$ cat src/design/amids_top_end.sv
// Intentionally left minimal; no design content.
`timescale 1ns/1ps
`default_nettype none
`default_nettype wire

$ cat src/design/amids_pkg.sv
// Constants, types and carrier structs for the accessory mode and ID sense block.
package amids_pkg;

  localparam int ADDR_W = 6;

  // Register base addresses; each except HEADSET_ADDR has a set and clear alias above it.
  localparam logic [5:0] FUNC_CTRL_ADDR = 6'h04;
  localparam logic [5:0] IFACE_CTRL_ADDR = 6'h07;
  localparam logic [5:0] ACC_CTRL_ADDR = 6'h19;
  localparam logic [5:0] HEADSET_ADDR = 6'h33;
  localparam logic [5:0] ID_CONV_ADDR = 6'h36;
  localparam logic [5:0] IO_PWR_ADDR = 6'h39;
  localparam logic [5:0] SET_OFS = 6'h01;
  localparam logic [5:0] CLR_OFS = 6'h02;

  // Values after reset.
  localparam logic [7:0] FUNC_CTRL_RST = 8'h41;
  localparam logic [7:0] IFACE_CTRL_RST = 8'h00;
  localparam logic [7:0] ACC_CTRL_RST = 8'h00;
  localparam logic [7:0] HEADSET_RST = 8'h00;
  localparam logic [7:0] ID_CONV_RST = 8'h00;
  localparam logic [7:0] IO_PWR_RST = 8'h04;

  // Field positions.
  localparam int SPEED_LSB = 0;
  localparam int LINE_MODE_LSB = 3;
  localparam int ACC_SEL_BIT = 2;
  localparam int KEEP_CLK_BIT = 3;
  localparam int TX_ROUTE_BIT = 2;
  localparam int RX_ROUTE_BIT = 3;
  localparam int LEFT_SW_BIT = 4;
  localparam int RIGHT_SW_BIT = 5;
  localparam int UART_REG_BIT = 2;
  localparam int ID_CODE_LSB = 0;
  localparam int ID_GO_BIT = 3;
  localparam int ID_IRQ_EN_BIT = 4;
  localparam int HS_ENTER_BIT = 0;
  localparam int HS_VBUS_IRQ_BIT = 1;
  localparam int HS_FLOAT_RISE_BIT = 2;
  localparam int HS_FLOAT_FALL_BIT = 3;
  localparam int RXCMD_ID_BIT = 6;
  localparam int RXCMD_ALT_BIT = 7;

  localparam logic [1:0] SPEED_LS = 2'h2;
  localparam logic [1:0] CMD_WRITE = 2'h2;
  localparam logic [1:0] CMD_READ = 2'h3;

  // Data pin direction masks per mode; a zero bit means the pin is driven.
  localparam logic [7:0] ACC_OE_N = 8'h01;
  localparam logic [7:0] HS_OE_N = 8'hC4;
  localparam logic [7:0] ALL_OE_N = 8'hFF;

  // ID resistance conversion time.
  localparam int CLK_PERIOD_PS = 20000;
  localparam int ID_CONV_TIME_NS = 10000;
  localparam int ID_CONV_CYCLES = (ID_CONV_TIME_NS * 1000 + CLK_PERIOD_PS - 1) / CLK_PERIOD_PS;
  localparam int ID_CNT_W = 10;

  typedef enum logic [1:0] {MODE_SYNC, MODE_ACCESSORY, MODE_HEADSET} amids_mode_t;

  typedef enum logic [3:0] {
    U_IDLE, U_WCMD, U_WDATA, U_WSTP, U_RCMD, U_RTA, U_RDATA,
    U_XTA, U_XDATA, U_MODE, U_EXIT
  } amids_ulpi_t;

  typedef struct packed {
    logic id_ground_cmp;
    logic id_float_cmp;
    logic session_valid_cmp;
    logic bus_power_valid_cmp;
    logic uart_rx_dp;
    logic [2:0] id_adc_code;
  } amids_sense_t;

  typedef struct packed {
    logic uart_tx_dm;
    logic line_pullup_resistors;
    logic regulator_uart_mode;
    logic uart_regulator_level;
    logic low_speed_edges;
    logic left_audio_switch_en;
    logic right_audio_switch_en;
    logic id_ground_drive;
    logic id_weak_pullup_en;
    logic id_strong_pullup_en;
    logic clk_out_en;
    logic pll_en;
  } amids_ctl_t;

endpackage : amids_pkg

$ cat src/design/amids_top.sv
// Accessory, headset audio and ID sense mode control behind the ULPI pins.
`timescale 1ns/1ps
`default_nettype none
// Overview of operation
// Link enables both UART routes before selecting accessory mode.
// Link sets function control to non-driving, full-speed edges before UART.
// Link writes zero to IO power management, picking 3.3V for UART.
// In UART mode DATA0 drives DM and DP is returned on DATA1.
// UART mode switches regulator to the UART level and applies line pull-ups.
// In UART mode the speed select field picks full or low speed edges.
// Link enables speaker switches before selecting accessory mode for audio.
// Audio switches follow their enable bits right after the write completes.
// An ID ground comparator change in synchronous mode sends a receive command.
// An ID ground change in accessory mode raises the DATA3 interrupt.
// Setting the measure-go bit starts an ID resistance conversion.
// Link may poll the measure-go bit, which clears when conversion ends.
// With its interrupt enabled, conversion end sends an alt_int receive command.
// The conversion result is held in the ID conversion register.
// Writing the headset register enters headset audio mode.
// Headset mode outputs session valid, bus power valid and low DATA3.
// Headset mode samples DATA2 to ground the ID pin.
// Headset mode reports ID grounded on DATA4 and floating on DATA5.
// Headset mode DATA6 and DATA7 enable the weak and strong ID pull-ups.
// Headset mode exits like low power mode or by the reset input.
// STP exits the mode; DIR drops, then STP release resumes synchronous mode.
// Accessory mode stops clock and PLL unless clock keep running is set.
// Accessory mode drives interrupt on DATA3 and DATA4 to DATA7 low.
module amids_top (
  input wire logic ref_clk,
  input wire logic rst,
  input wire logic ulpi_stp,
  input wire logic [7:0] ulpi_data_in,
  output logic ulpi_dir,
  output logic ulpi_nxt,
  output logic [7:0] ulpi_data_out,
  output logic [7:0] ulpi_data_oe_n,
  input wire amids_pkg::amids_sense_t sense,
  output amids_pkg::amids_ctl_t ctl,
  output amids_pkg::amids_mode_t mode_q
);

  amids_pkg::amids_ulpi_t st_q, st_d;
  amids_pkg::amids_mode_t mode_d;
  amids_pkg::amids_ctl_t ctl_d;
  logic [5:0] addr_q, addr_d;
  logic [7:0] wdata_q, wdata_d;
  logic [7:0] func_q, func_d;
  logic [7:0] iface_q, iface_d;
  logic [7:0] acc_q, acc_d;
  logic [7:0] hs_q, hs_d;
  logic [7:0] idc_q, idc_d;
  logic [7:0] io_q, io_d;
  logic dir_d, nxt_d;
  logic [7:0] dout_d, oe_d;
  logic id_prev_q, id_pend_q, id_pend_d, rid_pend_q, rid_pend_d;
  logic irq_q, irq_d, start_q, start_d;
  logic conv_busy, conv_done;
  logic [2:0] conv_code;
  logic commit, id_chg, rid_evt, uart_mode, float_flag;
  logic [7:0] rdata, rxcmd;

  // Write, set and clear aliases of one register.
  function automatic logic [7:0] reg_upd(input logic [7:0] cur, input logic [5:0] base,
                                         input logic [5:0] addr, input logic [7:0] wd);
    logic [7:0] res;
    res = cur;
    if (addr == base) begin
      res = wd;
    end else if (addr == 6'(base + amids_pkg::SET_OFS)) begin
      res = cur | wd;
    end else if (addr == 6'(base + amids_pkg::CLR_OFS)) begin
      res = cur & ~wd;
    end
    return res;
  endfunction : reg_upd

  function automatic logic in_grp(input logic [5:0] base, input logic [5:0] addr);
    return (addr == base) || (addr == 6'(base + amids_pkg::SET_OFS)) ||
           (addr == 6'(base + amids_pkg::CLR_OFS));
  endfunction : in_grp

  amids_id_converter u_conv (
    .ref_clk(ref_clk),
    .rst(rst),
    .start(start_q),
    .adc_code(sense.id_adc_code),
    .busy(conv_busy),
    .done(conv_done),
    .code(conv_code)
  );

  // Read data, receive command and status terms.
  always_comb begin
    rdata = 8'h00;
    if (in_grp(amids_pkg::FUNC_CTRL_ADDR, addr_q)) begin
      rdata = func_q;
    end else if (in_grp(amids_pkg::IFACE_CTRL_ADDR, addr_q)) begin
      rdata = iface_q;
    end else if (in_grp(amids_pkg::ACC_CTRL_ADDR, addr_q)) begin
      rdata = acc_q;
    end else if (addr_q == amids_pkg::HEADSET_ADDR) begin
      rdata = hs_q;
    end else if (in_grp(amids_pkg::ID_CONV_ADDR, addr_q)) begin
      rdata = idc_q;
      rdata[amids_pkg::ID_CODE_LSB +: 3] = conv_code;
    end else if (in_grp(amids_pkg::IO_PWR_ADDR, addr_q)) begin
      rdata = io_q;
    end
    rxcmd = 8'h00;
    rxcmd[amids_pkg::RXCMD_ID_BIT] = sense.id_ground_cmp;
    rxcmd[amids_pkg::RXCMD_ALT_BIT] = rid_pend_q;
    commit = (st_q == amids_pkg::U_WSTP) && ulpi_stp;
    id_chg = sense.id_ground_cmp != id_prev_q;
    rid_evt = conv_done && idc_q[amids_pkg::ID_IRQ_EN_BIT];
    uart_mode = (mode_q == amids_pkg::MODE_ACCESSORY) &&
                (acc_q[amids_pkg::TX_ROUTE_BIT] || acc_q[amids_pkg::RX_ROUTE_BIT]);
    float_flag = sense.id_float_cmp && (ctl.id_weak_pullup_en || ctl.id_strong_pullup_en) &&
                 hs_q[amids_pkg::HS_FLOAT_RISE_BIT] && hs_q[amids_pkg::HS_FLOAT_FALL_BIT];
  end

  // Register file updates.
  always_comb begin
    func_d = func_q;
    iface_d = iface_q;
    acc_d = acc_q;
    hs_d = hs_q;
    idc_d = idc_q;
    io_d = io_q;
    if (conv_done) begin
      idc_d[amids_pkg::ID_GO_BIT] = 1'b0;
    end
    if (commit) begin
      func_d = reg_upd(func_q, amids_pkg::FUNC_CTRL_ADDR, addr_q, wdata_q);
      iface_d = reg_upd(iface_q, amids_pkg::IFACE_CTRL_ADDR, addr_q, wdata_q);
      acc_d = reg_upd(acc_q, amids_pkg::ACC_CTRL_ADDR, addr_q, wdata_q);
      io_d = reg_upd(io_q, amids_pkg::IO_PWR_ADDR, addr_q, wdata_q);
      idc_d = reg_upd(idc_d, amids_pkg::ID_CONV_ADDR, addr_q, wdata_q);
      if (addr_q == amids_pkg::HEADSET_ADDR) begin
        hs_d = wdata_q;
      end
    end
    if ((st_q == amids_pkg::U_EXIT) && !ulpi_stp) begin
      iface_d[amids_pkg::ACC_SEL_BIT] = 1'b0;
      hs_d[amids_pkg::HS_ENTER_BIT] = 1'b0;
    end
    start_d = idc_d[amids_pkg::ID_GO_BIT] && !idc_q[amids_pkg::ID_GO_BIT];
  end

  // ULPI sequencing, mode entry and exit, events.
  always_comb begin
    st_d = st_q;
    mode_d = mode_q;
    addr_d = addr_q;
    wdata_d = wdata_q;
    dir_d = ulpi_dir;
    nxt_d = 1'b0;
    dout_d = ulpi_data_out;
    oe_d = amids_pkg::ALL_OE_N;
    id_pend_d = id_pend_q;
    rid_pend_d = rid_pend_q;
    irq_d = irq_q;
    if (mode_q == amids_pkg::MODE_SYNC) begin
      id_pend_d = id_pend_d || id_chg;
      rid_pend_d = rid_pend_d || rid_evt;
    end else if (mode_q == amids_pkg::MODE_ACCESSORY) begin
      irq_d = irq_q || id_chg || rid_evt;
    end
    case (st_q)
      amids_pkg::U_IDLE: begin
        if (!ulpi_stp && ulpi_data_in[7:6] == amids_pkg::CMD_WRITE) begin
          addr_d = ulpi_data_in[5:0];
          nxt_d = 1'b1;
          st_d = amids_pkg::U_WCMD;
        end else if (!ulpi_stp && ulpi_data_in[7:6] == amids_pkg::CMD_READ) begin
          addr_d = ulpi_data_in[5:0];
          nxt_d = 1'b1;
          st_d = amids_pkg::U_RCMD;
        end else if (id_pend_q || rid_pend_q) begin
          dir_d = 1'b1;
          st_d = amids_pkg::U_XTA;
        end
      end
      amids_pkg::U_WCMD: begin
        nxt_d = 1'b1;
        st_d = amids_pkg::U_WDATA;
      end
      amids_pkg::U_WDATA: begin
        wdata_d = ulpi_data_in;
        st_d = amids_pkg::U_WSTP;
      end
      amids_pkg::U_WSTP: begin
        if (ulpi_stp) begin
          st_d = amids_pkg::U_IDLE;
          if (iface_d[amids_pkg::ACC_SEL_BIT]) begin
            mode_d = amids_pkg::MODE_ACCESSORY;
            dir_d = 1'b1;
            irq_d = 1'b0;
            st_d = amids_pkg::U_MODE;
          end else if (hs_d[amids_pkg::HS_ENTER_BIT]) begin
            mode_d = amids_pkg::MODE_HEADSET;
            dir_d = 1'b1;
            st_d = amids_pkg::U_MODE;
          end
        end
      end
      amids_pkg::U_RCMD: begin
        dir_d = 1'b1;
        st_d = amids_pkg::U_RTA;
      end
      amids_pkg::U_RTA: begin
        dout_d = rdata;
        oe_d = 8'h00;
        st_d = amids_pkg::U_RDATA;
      end
      amids_pkg::U_RDATA: begin
        dir_d = 1'b0;
        st_d = amids_pkg::U_IDLE;
      end
      amids_pkg::U_XTA: begin
        dout_d = rxcmd;
        oe_d = 8'h00;
        id_pend_d = id_chg;
        rid_pend_d = rid_evt;
        st_d = amids_pkg::U_XDATA;
      end
      amids_pkg::U_XDATA: begin
        dir_d = 1'b0;
        st_d = amids_pkg::U_IDLE;
      end
      amids_pkg::U_MODE: begin
        if (ulpi_stp) begin
          dir_d = 1'b0;
          dout_d = 8'h00;
          st_d = amids_pkg::U_EXIT;
        end else if (mode_q == amids_pkg::MODE_ACCESSORY) begin
          oe_d = amids_pkg::ACC_OE_N;
          dout_d = 8'h00;
          dout_d[3] = irq_d;
          dout_d[1] = acc_q[amids_pkg::RX_ROUTE_BIT] && sense.uart_rx_dp;
        end else begin
          oe_d = amids_pkg::HS_OE_N;
          dout_d = 8'h00;
          dout_d[0] = sense.session_valid_cmp;
          dout_d[1] = sense.bus_power_valid_cmp && hs_q[amids_pkg::HS_VBUS_IRQ_BIT];
          dout_d[4] = sense.id_ground_cmp;
          dout_d[5] = float_flag;
        end
      end
      amids_pkg::U_EXIT: begin
        if (!ulpi_stp) begin
          mode_d = amids_pkg::MODE_SYNC;
          irq_d = 1'b0;
          // An event in the exit cycle is carried into synchronous mode, not lost.
          id_pend_d = id_pend_d || id_chg;
          rid_pend_d = rid_pend_d || rid_evt;
          st_d = amids_pkg::U_IDLE;
        end
      end
      default: begin
        st_d = amids_pkg::U_IDLE;
      end
    endcase
  end

  // Analog side controls.
  always_comb begin
    ctl_d = ctl;
    ctl_d.uart_tx_dm = (uart_mode && acc_q[amids_pkg::TX_ROUTE_BIT]) ?
                       ulpi_data_in[0] : 1'b1;
    ctl_d.line_pullup_resistors = uart_mode;
    ctl_d.regulator_uart_mode = uart_mode;
    ctl_d.uart_regulator_level = io_q[amids_pkg::UART_REG_BIT];
    ctl_d.low_speed_edges = func_q[amids_pkg::SPEED_LSB +: 2] == amids_pkg::SPEED_LS;
    ctl_d.left_audio_switch_en = acc_q[amids_pkg::LEFT_SW_BIT];
    ctl_d.right_audio_switch_en = acc_q[amids_pkg::RIGHT_SW_BIT];
    ctl_d.id_ground_drive = 1'b0;
    ctl_d.id_weak_pullup_en = 1'b0;
    ctl_d.id_strong_pullup_en = 1'b0;
    if (mode_q == amids_pkg::MODE_HEADSET && st_q == amids_pkg::U_MODE) begin
      ctl_d.id_ground_drive = ulpi_data_in[2];
      ctl_d.id_weak_pullup_en = ulpi_data_in[6];
      ctl_d.id_strong_pullup_en = ulpi_data_in[7];
    end
    ctl_d.clk_out_en = (mode_q != amids_pkg::MODE_ACCESSORY) ||
                       iface_q[amids_pkg::KEEP_CLK_BIT];
    ctl_d.pll_en = ctl_d.clk_out_en;
  end

  always_ff @(posedge ref_clk) begin
    if (rst) begin
      st_q <= amids_pkg::U_IDLE;
      mode_q <= amids_pkg::MODE_SYNC;
      addr_q <= 6'h00;
      wdata_q <= 8'h00;
      func_q <= amids_pkg::FUNC_CTRL_RST;
      iface_q <= amids_pkg::IFACE_CTRL_RST;
      acc_q <= amids_pkg::ACC_CTRL_RST;
      hs_q <= amids_pkg::HEADSET_RST;
      idc_q <= amids_pkg::ID_CONV_RST;
      io_q <= amids_pkg::IO_PWR_RST;
      ulpi_dir <= 1'b0;
      ulpi_nxt <= 1'b0;
      ulpi_data_out <= 8'h00;
      ulpi_data_oe_n <= amids_pkg::ALL_OE_N;
      id_prev_q <= 1'b1;
      id_pend_q <= 1'b0;
      rid_pend_q <= 1'b0;
      irq_q <= 1'b0;
      start_q <= 1'b0;
      ctl <= '{uart_tx_dm: 1'b1, clk_out_en: 1'b1, pll_en: 1'b1, default: 1'b0};
    end else begin
      st_q <= st_d;
      mode_q <= mode_d;
      addr_q <= addr_d;
      wdata_q <= wdata_d;
      func_q <= func_d;
      iface_q <= iface_d;
      acc_q <= acc_d;
      hs_q <= hs_d;
      idc_q <= idc_d;
      io_q <= io_d;
      ulpi_dir <= dir_d;
      ulpi_nxt <= nxt_d;
      ulpi_data_out <= dout_d;
      ulpi_data_oe_n <= oe_d;
      id_prev_q <= sense.id_ground_cmp;
      id_pend_q <= id_pend_d;
      rid_pend_q <= rid_pend_d;
      irq_q <= irq_d;
      start_q <= start_d;
      ctl <= ctl_d;
    end
  end

endmodule : amids_top
`default_nettype wire

$ cat src/design/amids_id_converter.sv
// ID resistance converter: times one conversion and latches the result code.
`timescale 1ns/1ps
`default_nettype none
module amids_id_converter (
  input wire logic ref_clk,
  input wire logic rst,
  input wire logic start,
  input wire logic [2:0] adc_code,
  output logic busy,
  output logic done,
  output logic [2:0] code
);

  logic [amids_pkg::ID_CNT_W-1:0] cnt_q, cnt_d;
  logic busy_d, done_d;
  logic [2:0] code_d;

  always_comb begin
    cnt_d = cnt_q;
    busy_d = busy;
    done_d = 1'b0;
    code_d = code;
    if (!busy && start) begin
      busy_d = 1'b1;
      cnt_d = amids_pkg::ID_CNT_W'(amids_pkg::ID_CONV_CYCLES - 1);
    end else if (busy) begin
      if (cnt_q == '0) begin
        busy_d = 1'b0;
        done_d = 1'b1;
        code_d = adc_code;
      end else begin
        cnt_d = cnt_q - 1'b1;
      end
    end
  end

  always_ff @(posedge ref_clk) begin
    if (rst) begin
      cnt_q <= '0;
      busy <= 1'b0;
      done <= 1'b0;
      code <= 3'h0;
    end else begin
      cnt_q <= cnt_d;
      busy <= busy_d;
      done <= done_d;
      code <= code_d;
    end
  end

endmodule : amids_id_converter
`default_nettype wire

$ cat config.mk
export PLATFORM = sky130hd
export DESIGN_NAME = amids_top
export DESIGN_NICKNAME = d
export VERILOG_FILES = /design/src/design/amids_top_end.sv /design/src/design/amids_pkg.sv /design/src/design/amids_top.sv /design/src/design/amids_id_converter.sv
export SDC_FILE = /design/constraint.sdc
export NUM_CORES = 1
export LEC_CHECK = 0
export ABC_AREA = 1
export BUFFER_PORTS_ARGS = -buffer_cell sky130_fd_sc_hd__buf_2
export CAP_MARGIN = 20
export CORE_MARGIN = 1
export CORE_UTILIZATION = 59
export DETAILED_ROUTE_END_ITERATION = 12
export PLACE_DENSITY = 0.77
export SLEW_MARGIN = 15
export SYNTH_ARGS = -nofsm -noshare
export SYNTH_HDL_FRONTEND = slang
export SYNTH_HIERARCHICAL = 1
export SYNTH_SLANG_ARGS = --single-unit
export TNS_END_PERCENT = 5
$ cat constraint.sdc
create_clock -name ref_clk -period 1.9 [get_ports ref_clk]
set_input_delay 0.285 -clock ref_clk [delete_from_list [all_inputs] [get_ports ref_clk]]
set_output_delay 0.285 -clock ref_clk [all_outputs]
set_load 0.02 [all_outputs]
Word level (Yosys, flattened, before mapping)
Index checks and enable logic that the tools add are counted.
{"block": "classes", "n_reduce_logical": 70, "n_mux": 80, "add_sub_neg": 1, "n_bitwise": 16, "n_eq_ne": 42}
{"cell": "8-bit 2-to-1 mux", "count": 23}
{"cell": "6-bit equality test, second input constant", "count": 7}
{"cell": "8-bit AND", "count": 5}
{"cell": "8-bit OR", "count": 5}
{"cell": "4-bit 2-to-1 mux", "count": 9}
{"cell": "4-bit one-hot mux with 9 select lines", "count": 1}
{"cell": "1-bit 2-to-1 mux", "count": 27}
{"cell": "9-bit 2-to-1 mux", "count": 3}
{"cell": "6-bit by 3-bit equality test with 1-bit output, second input constant", "count": 4}
{"cell": "6-bit 2-to-1 mux", "count": 4}
{"cell": "8-bit one-hot mux with 3 select lines", "count": 1}
{"cell": "1-bit logical OR", "count": 20}
{"cell": "6-bit by 5-bit equality test with 1-bit output, second input constant", "count": 3}
{"cell": "2-bit AND reduction", "count": 9}
{"cell": "3-bit nonzero test", "count": 6}
{"cell": "4-bit by 3-bit equality test with 1-bit output, second input constant", "count": 4}
{"cell": "8-bit one-hot mux with 2 select lines", "count": 1}
{"cell": "1-bit logical AND", "count": 15}
{"cell": "4-bit equality test, second input constant", "count": 3}
{"cell": "6-bit by 4-bit equality test with 1-bit output, second input constant", "count": 2}
{"cell": "2-bit inequality test, second input constant", "count": 6}
{"cell": "10-bit zero test", "count": 1}
{"cell": "2-bit OR reduction", "count": 5}
{"cell": "10-bit by 1-bit subtractor with 10-bit output, second input constant", "count": 1}
{"cell": "24 further kinds", "count": 44}
{"block": "totals", "reg_bits": 116, "wordCells": 246, "inputBits": 19}

Logic depth before layout (Yosys ltp)
Gate-level depths: netlist of run 1.
{"block": "depth", "word_depth": 10, "ltp_mapped": 14, "mapped_depth_nobuf": 13}

By module
Netlist of run 1, hierarchy kept.
{"module": "amids_top", "seq_area_each_um2": 1861.8, "cells_each": 622, "area_each_um2": 4396.7, "instances": 1}
{"module": "amids_id_converter", "seq_area_each_um2": 300.3, "cells_each": 125, "area_each_um2": 832.0, "instances": 1}

Worst setup path before layout of run 1
OpenSTA, ideal clock, no wires.
{"block": "synth_path", "path_type": "register to register", "start": "register st_q[3]", "end": "register iface_q[1]", "required_time_ps": 1772, "path_stages_with_launch": 11, "t_arrival_ps": 1372, "path_slack_ps": 401, "period_less_slack_ps": 1499, "cell_sequence": "dfxtp_1 nor2_2 nand3_1 buf_6 inv_1 buf_4 nand2_2 inv_1 o21ai_0 a32oi_1 nor2_1"}
{"block": "synth_between", "elab_chain_cells": 3}
{"item": "start, declared", "line": "amids_top.sv:42", "source": "amids_pkg::amids_ulpi_t st_q, st_d;"}
{"item": "start signal, assigned", "line": "amids_top.sv:291", "source": "st_q <= amids_pkg::U_IDLE;"}
{"item": "start signal, assigned", "line": "amids_top.sv:312", "source": "st_q <= st_d;"}
{"item": "4-bit by 2-bit equality test with 1-bit output", "line": "amids_top.sv:112", "source": "commit = (st_q == amids_pkg::U_WSTP) && ulpi_stp;"}
{"item": "1-bit logical AND", "line": "amids_top.sv:112"}
{"item": "2-bit AND reduction (no line)"}
{"item": "end signal, assigned", "line": "amids_top.sv:296", "source": "iface_q <= amids_pkg::IFACE_CTRL_RST;"}
{"item": "end signal, assigned", "line": "amids_top.sv:317", "source": "iface_q <= iface_d;"}
{"item": "end, declared", "line": "amids_top.sv:48", "source": "logic [7:0] iface_q, iface_d;"}
Every way passes these cells.
A chain may end at the register's enable or synchronous reset.

Final worst setup path of run 1
{"block": "layout_path", "start": "register st_q[3]", "end": "register start_q"}
{"block": "layout_between", "elab_chain_cells": 4}
{"item": "4-bit by 2-bit equality test with 1-bit output", "line": "amids_top.sv:112"}
{"item": "1-bit logical AND", "line": "amids_top.sv:112"}
{"item": "4-bit 2-to-1 mux", "line": "amids_top.sv:132", "source": "if (commit) begin"}
{"item": "1-bit logical AND", "line": "amids_top.sv:146", "source": "start_d = idc_d[amids_pkg::ID_GO_BIT] && !idc_q[amids_pkg::ID_GO_BIT];"}
{"item": "end signal, assigned", "line": "amids_top.sv:330", "source": "start_q <= start_d;"}
{"item": "end, declared", "line": "amids_top.sv:56", "source": "logic irq_q, irq_d, start_q, start_d;"}
Every way passes these cells.

==> results of run 1 <==
[cells by family after synthesis]
group / count (synthesis)
DFF: 108
buffers and inverters: 112
adders and majority gates: 1
and+or+nand+nor: 340
AOI/OAI and AO/OA: 184
xor gates and xnor gates: 2
[cell usage after synthesis (2+ instances only)]
master       n  area [µm²]
nand2_1    174         653
dfxtp_1    108        2160
nor2_1      80         300
a21oi_1     74         370
o21ai_0     74         370
inv_1       70         263
nand3_1     35         175
clkbuf_1    16        60.1
nand4_1     14        87.6
inv_2       12        45.0
nand2_2      9        56.3
o21ai_1      9        45.0
buf_4        8        60.1
nor2_4       8        90.1
nor2_2       6        37.5
o211ai_1     5        37.5
a22oi_1      4        30.0
a32oi_1      3        26.3
nand2_4      3        33.8
nor3_4       3        48.8
o21bai_1     3        22.5
buf_6        2        22.5
nand3_4      2        35.0
o2111ai_1    2        17.5
xor2_1       2        17.5
[critical path, stage by stage (launching register included)]
cell,delay [ps]
dfxtp_1,370
nor2_4,150
nand3_1,120
buf_4,210
inv_1,170
nand2_1,130
o221ai_1,190
a21oi_1,150
and2_1,170
[per-layer routing]
metal	vias up	share of wire, %	global-route usage (%)
met4	0	4.1	16.8
met3	56	7.4	6.87
met2	268	46	57.5
met5	-	0	0
li1	2572	-	-
met1	2413	43	44.0
[through the flow]
step	hold WS [ps]	power (mW)	worst slack [ps]
after floorplan	354	3.48	401
after global placement	426	3.94	125
after detailed placement	431	3.96	36.5
after CTS	128	5.40	13.4
after global routing	134	5.70	5.53
final	123	5.44	145
[layout make-up]
type | count | area [µm²] | share of cell area [%]
clock buffers | 9 | 124 | 2.09
clock inverters | 7 | 81.3 | 1.37
inverters | 84 | 318 | 5.35
multi-input cells | 527 | 2630 | 44.3
flip-flops and latches | 108 | 2170 | 36.5
well taps | 105 | 131 | 2.21
repair buffers | 80 | 488 | 8.21
[report_power, final]
part | total (mW) | internal [mW] | switching (mW) | leakage (nW)
Combinational | 1.31 | 0.416 | 0.897 | 1.65
Clock | 1.47 | 0.634 | 0.837 | 0.107
Sequential | 2.66 | 2.44 | 0.218 | 0.876
[how the worst max path moves through the flow]
stage,startpoint,to,cells past startpoint
after detailed placement,addr_q[4],iface_q[7],10
after global routing,addr_q[0],iface_q[1],12
after CTS,addr_q[4],iface_q[7],10
after floorplan,st_q[3],iface_q[1],10
after global placement,st_q[3],st_q[3],13
final,st_q[3],start_q,8
[repair_timing]
item,CTS,global route
endpoints found under the hold margin,0,0
endpoints found under the setup margin,0,8
resized for setup,0,12
==> results.toml, run 1 <==
[layout]
finalNonFillerCells = 920
mostFrequentLayoutCells = "nand2_1 (174), dfxtp_1 (103), nor2_1 (79)"
layout.nets = 830
final_layout_size_suffix_gt1_share_pct = 18.7
final_common_cell = "nand2_1"
postLayoutCellArea_um2 = 5940
diodes = 0
area_growth_pct = 13.6
fillers = 744
post-route-util_pct = 70.9

[timing]
finalSetupViolations = 0
relSlewSlack_pct = 66.1
finalHoldViolations = 0
tightest_slew_ps = 507
period_minus_slack_ps = 1750
clock.fmax_mhz = 570
fin_tns_setup_ps = 0
fin_crit_sh_pct = 92.4
fin_skew_ps = 8.43
slew_viol_final = 0
rsz0062_at_grt = "false"

[cts]
cts_hold_buf = 0
clock-sinks = 108
postCtsSetupBuffers = 0
clkLatencyLatePin_ps = 380
clk_pin_slew_ps = 110
cts_buffers = 9
htreeDepth = 3
ctsLongestPathBuffers = 2
cts-root-buf = "clkbuf_8"
tritoncts = "built"

[routing]
drc = 0
first_pass_iters = 5
drtAntennaViolNets = 0
drt_iter0_drc = 421
routed-via-count = 5309
wl_per_cell_um = 16.4
routed_wl_um = 15100
viasPerCell = 5.77

[synth]
synth_cell_type_count = 46
synthMuxAreaShare_pct = 0
synth-edff-count = 0
yosys.area_share.simple_pct = 29.8
synthArstFlopShare_pct = 0
ys_warn_count = 6
synthAdderAreaFrac_pct = 0.239
synth_top_family_by_area = "simple AND/OR/NAND/NOR gates"
synth_compound_area_share_pct = 19.3
synthFlopType = "dfxtp_1"
yosysSeqAreaShare_pct = 41.3
netlist_instances = 747
synthXorXnorAreaFrac_pct = 0.335
postSynthNetCount = 767
ys_seq_elements = 108
avgSynthCellArea_um2 = 7.00
netlist_area_um2 = 5230

[setup_path]
worstPathMaxFanout = 11
cp.required_ps = 2180
cp-start-kind = "register"
crit_arrival_ps = 2030
crit_type = "register to register"
worst_setup_path_end_kind = "register"
r2r-end = "start_q"
r2r-start = "st_q[3]"
rr_worst_depth = 8
rrSetupSlack_ps = 150

[placed_design]
io_buffers = 50
dp_cells = 904
gp_congestion = 1.01
dpl.hpwl_um = 11700
post_dp_cell_area_um2 = 5700

[grt]
grt_overflow_total = 0
grt_max_degree = 42
grt.total_usage_pct = 35.1
antenna_found_initial = 0
first_global_vias = 5029
grt_pass1_wl_um = 24200

[floorplan]
initial_core_util_pct = 62.4
die_width_um = 96.1
dieHeight_um = 96.1
num_io_pins = 51
die_area_um2 = 9240
coreArea_um2 = 8380
fp-row-count = 33

[pwr]
power.density_nw_per_um2 = 916
vdd_drop_max_mv = 0.786
p_leak_nw = 2.63

[worst_hold_path]
min_from = "sense[1]"
min_path_cells = 3
hold_path_end = "u_conv/code[1]"
hold_path.class = "primary input to register"

[flow_run]
maxCapViolCount = 0

[run_status]
status = "finished clean"
Power figures use the tool's default switching activity.
==> run 2, diff against run 1 <==
--- a/config.mk
+++ b/config.mk
@@ -9,9 +9,9 @@
 export BUFFER_PORTS_ARGS = -buffer_cell sky130_fd_sc_hd__buf_2
 export CAP_MARGIN = 20
 export CORE_MARGIN = 1
-export CORE_UTILIZATION = 59
+export CORE_UTILIZATION = 53
 export DETAILED_ROUTE_END_ITERATION = 12
-export PLACE_DENSITY = 0.77
+export PLACE_DENSITY = 0.72
 export SLEW_MARGIN = 15
 export SYNTH_ARGS = -nofsm -noshare
 export SYNTH_HDL_FRONTEND = slang
==> constraint.sdc (replaced) <==
create_clock -name ref_clk -period 1.46 [get_ports ref_clk]
set_input_delay 0.219 -clock ref_clk [delete_from_list [all_inputs] [get_ports ref_clk]]
set_output_delay 0.219 -clock ref_clk [all_outputs]
set_load 0.02 [all_outputs]
==> run 2 against run 1 <==
Effect of this change:
- the flow now finishes with violations (negative setup slack)
- sequential power rose by 30%
- sequential share of layout area fell by 4.3 points
- global-route usage shrank 3.7 points
- die area grew 11%
- cell count is 10% higher
- routed wire length up 4.6%
- worst hold slack lost 71 ps
- critical path type unchanged
==> results.toml, run 2 (synthesized netlist as in run 1, its figures left out) <==
[timing]
clock.fmax_mhz = 599
worst_slack_ps = -209
hold_ws_ps = 51.4
finalSetupViolations = 54
fin_skew_ps = 13.3
tightest_slew_ps = 462
finalHoldViolations = 0
fin_crit_sh_pct = 114
period_minus_slack_ps = 1670
slew_viol_final = 0
rsz0062_at_grt = "true"
relSlewSlack_pct = 69.1

[routing]
first_pass_iters = 5
viasPerCell = 5.51
routed_wl_um = 15800
wl_per_cell_um = 15.6
drt_iter0_drc = 380
routed-via-count = 5577
drc = 0
drtAntennaViolNets = 0

[grt]
grt_pass1_wl_um = 24600
first_global_vias = 5000
grt.total_usage_pct = 31.3
antenna_found_initial = 0
grt_max_degree = 53
grt_overflow_total = 0

[setup_path]
endpoint = "ulpi_data_out[5]"
cp-start-kind = "register"
rrSetupSlack_ps = -210
crit_arrival_ps = 1950
r2r-start = "addr_q[0]"
cp.required_ps = 1740
crit_type = "register to register"
r2r-end = "ulpi_data_out[5]"
worst_setup_path_end_kind = "register"
worstPathMaxFanout = 8
cp-startpoint = "addr_q[0]"
rr_worst_depth = 12

[placed_design]
dp_cells = 990
dp_slack_ps = -217
io_buffers = 50
gp_congestion = 0.963
post_dp_cell_area_um2 = 6240
dpl.hpwl_um = 11600

[pwr]
pwr-share-comb_pct = 29.3
power.density_nw_per_um2 = 1170
clock_power_share_pct = 26.8
p_int_mw = 5.14
p_switching_mw = 2.74
swShare_pct = 34.8
p_leak_nw = 3.00
pwr-share-seq_pct = 43.9
vdd_drop_max_mv = 0.865

[floorplan]
dieHeight_um = 101
die_area_um2 = 10300
num_io_pins = 51
initial_core_util_pct = 55.5
coreArea_um2 = 9420
die_width_um = 101
fp-row-count = 35

[layout]
final_layout_size_suffix_gt1_share_pct = 31.0
mostFrequentLayoutCells = "nand2_1 (161), dfxtp_1 (98), buf_4 (88)"
final_common_cell = "nand2_1"
fillers = 782
finalNonFillerCells = 1013
diodes = 0
postLayoutCellArea_um2 = 6750
multi_input_area_um2 = 2780
area_growth_pct = 29.2
seqCellArea_um2 = 2180
layout.nets = 899

[run_status]
failed_checks = "negative setup slack"
status = "finished, violations left"

[cts]
clock-sinks = 108
cts_hold_buf = 0
clkLatencyLatePin_ps = 390
tritoncts = "built"
clk_pin_slew_ps = 100
htreeDepth = 3
ctsLongestPathBuffers = 2
cts-root-buf = "clkbuf_8"
cts_buffers = 9

[flow_run]
maxCapViolCount = 0

[worst_hold_path]
hold_path.class = "primary input to register"
run 2: power by group through the flow:
stage                     Sequential (mW)  Clock (mW)  Combinational [mW]
after detailed placement             3.49           0                2.07
final                                3.46        2.11                2.31
after global placement               3.48           0                2.05
after floorplan                      3.45           0                1.09
after global routing                 3.49        2.23                2.50
after CTS                            3.43        2.14                2.19
run 2: metal layers:
metal | global-route usage (%) | vias to the layer above | wire length [µm]
met5 | 0 | - | 0
met4 | 13.0 | 0 | 440
met3 | 5.73 | 30 | 1200
met2 | 51.1 | 233 | 7460
met1 | 40.9 | 2590 | 6680
li1 | - | 2724 | -
run 2: area by class of cell:
cell class	instances	share of cell area [%]
Clock buffer	10	2.04
Inverter	84	4.76
Multi-Input combinational cell	527	41.2
Clock inverter	6	1.39
Sequential cell	108	32.2
Timing Repair Buffer	149	16.0
Tap cell	129	2.39
run 2: how the worst min path moves through the flow:
stage,from,end,slack (ps),cells after the start
floorplan,rst,u_conv/cnt_q[4],290,1
global route,sense[2],u_conv/code[2],70,3
global placement,register,ctl[5],430,2
detailed placement,register,ctl[6],440,2
finish,sense[0],u_conv/code[0],50,3
CTS,sense[0],u_conv/code[0],40,3
run 2: critical path, cell delays in order (launching register included):
cell,delay [ps]
dfxtp_1,340
inv_1,80
nand2_2,60
buf_4,140
nand2_4,130
nor2_4,40
buf_6,130
nand2_1,50
nand4_1,130
a21oi_2,150
nand2_1,130
nand2_1,120
a21oi_1,60
run 2: through the flow:
step	setup TNS, ps	util [%]	power [mW]
global placement	-4960	66.3	5.53
floorplan	-1.71	-	4.54
finish	-3570	71.7	7.89
CTS	-2840	70.2	7.76
detailed placement	-6820	66.3	5.56
global route	-10290	71.7	8.22
run 2: repair_timing:
action | 4_1_cts | 5_1_grt
endpoints found under the setup margin | 65 | 90
gates cloned | 0 | 0
buffers inserted | 4 | 3
gates resized for setup | 43 | 49
pin swaps | 12 | 15
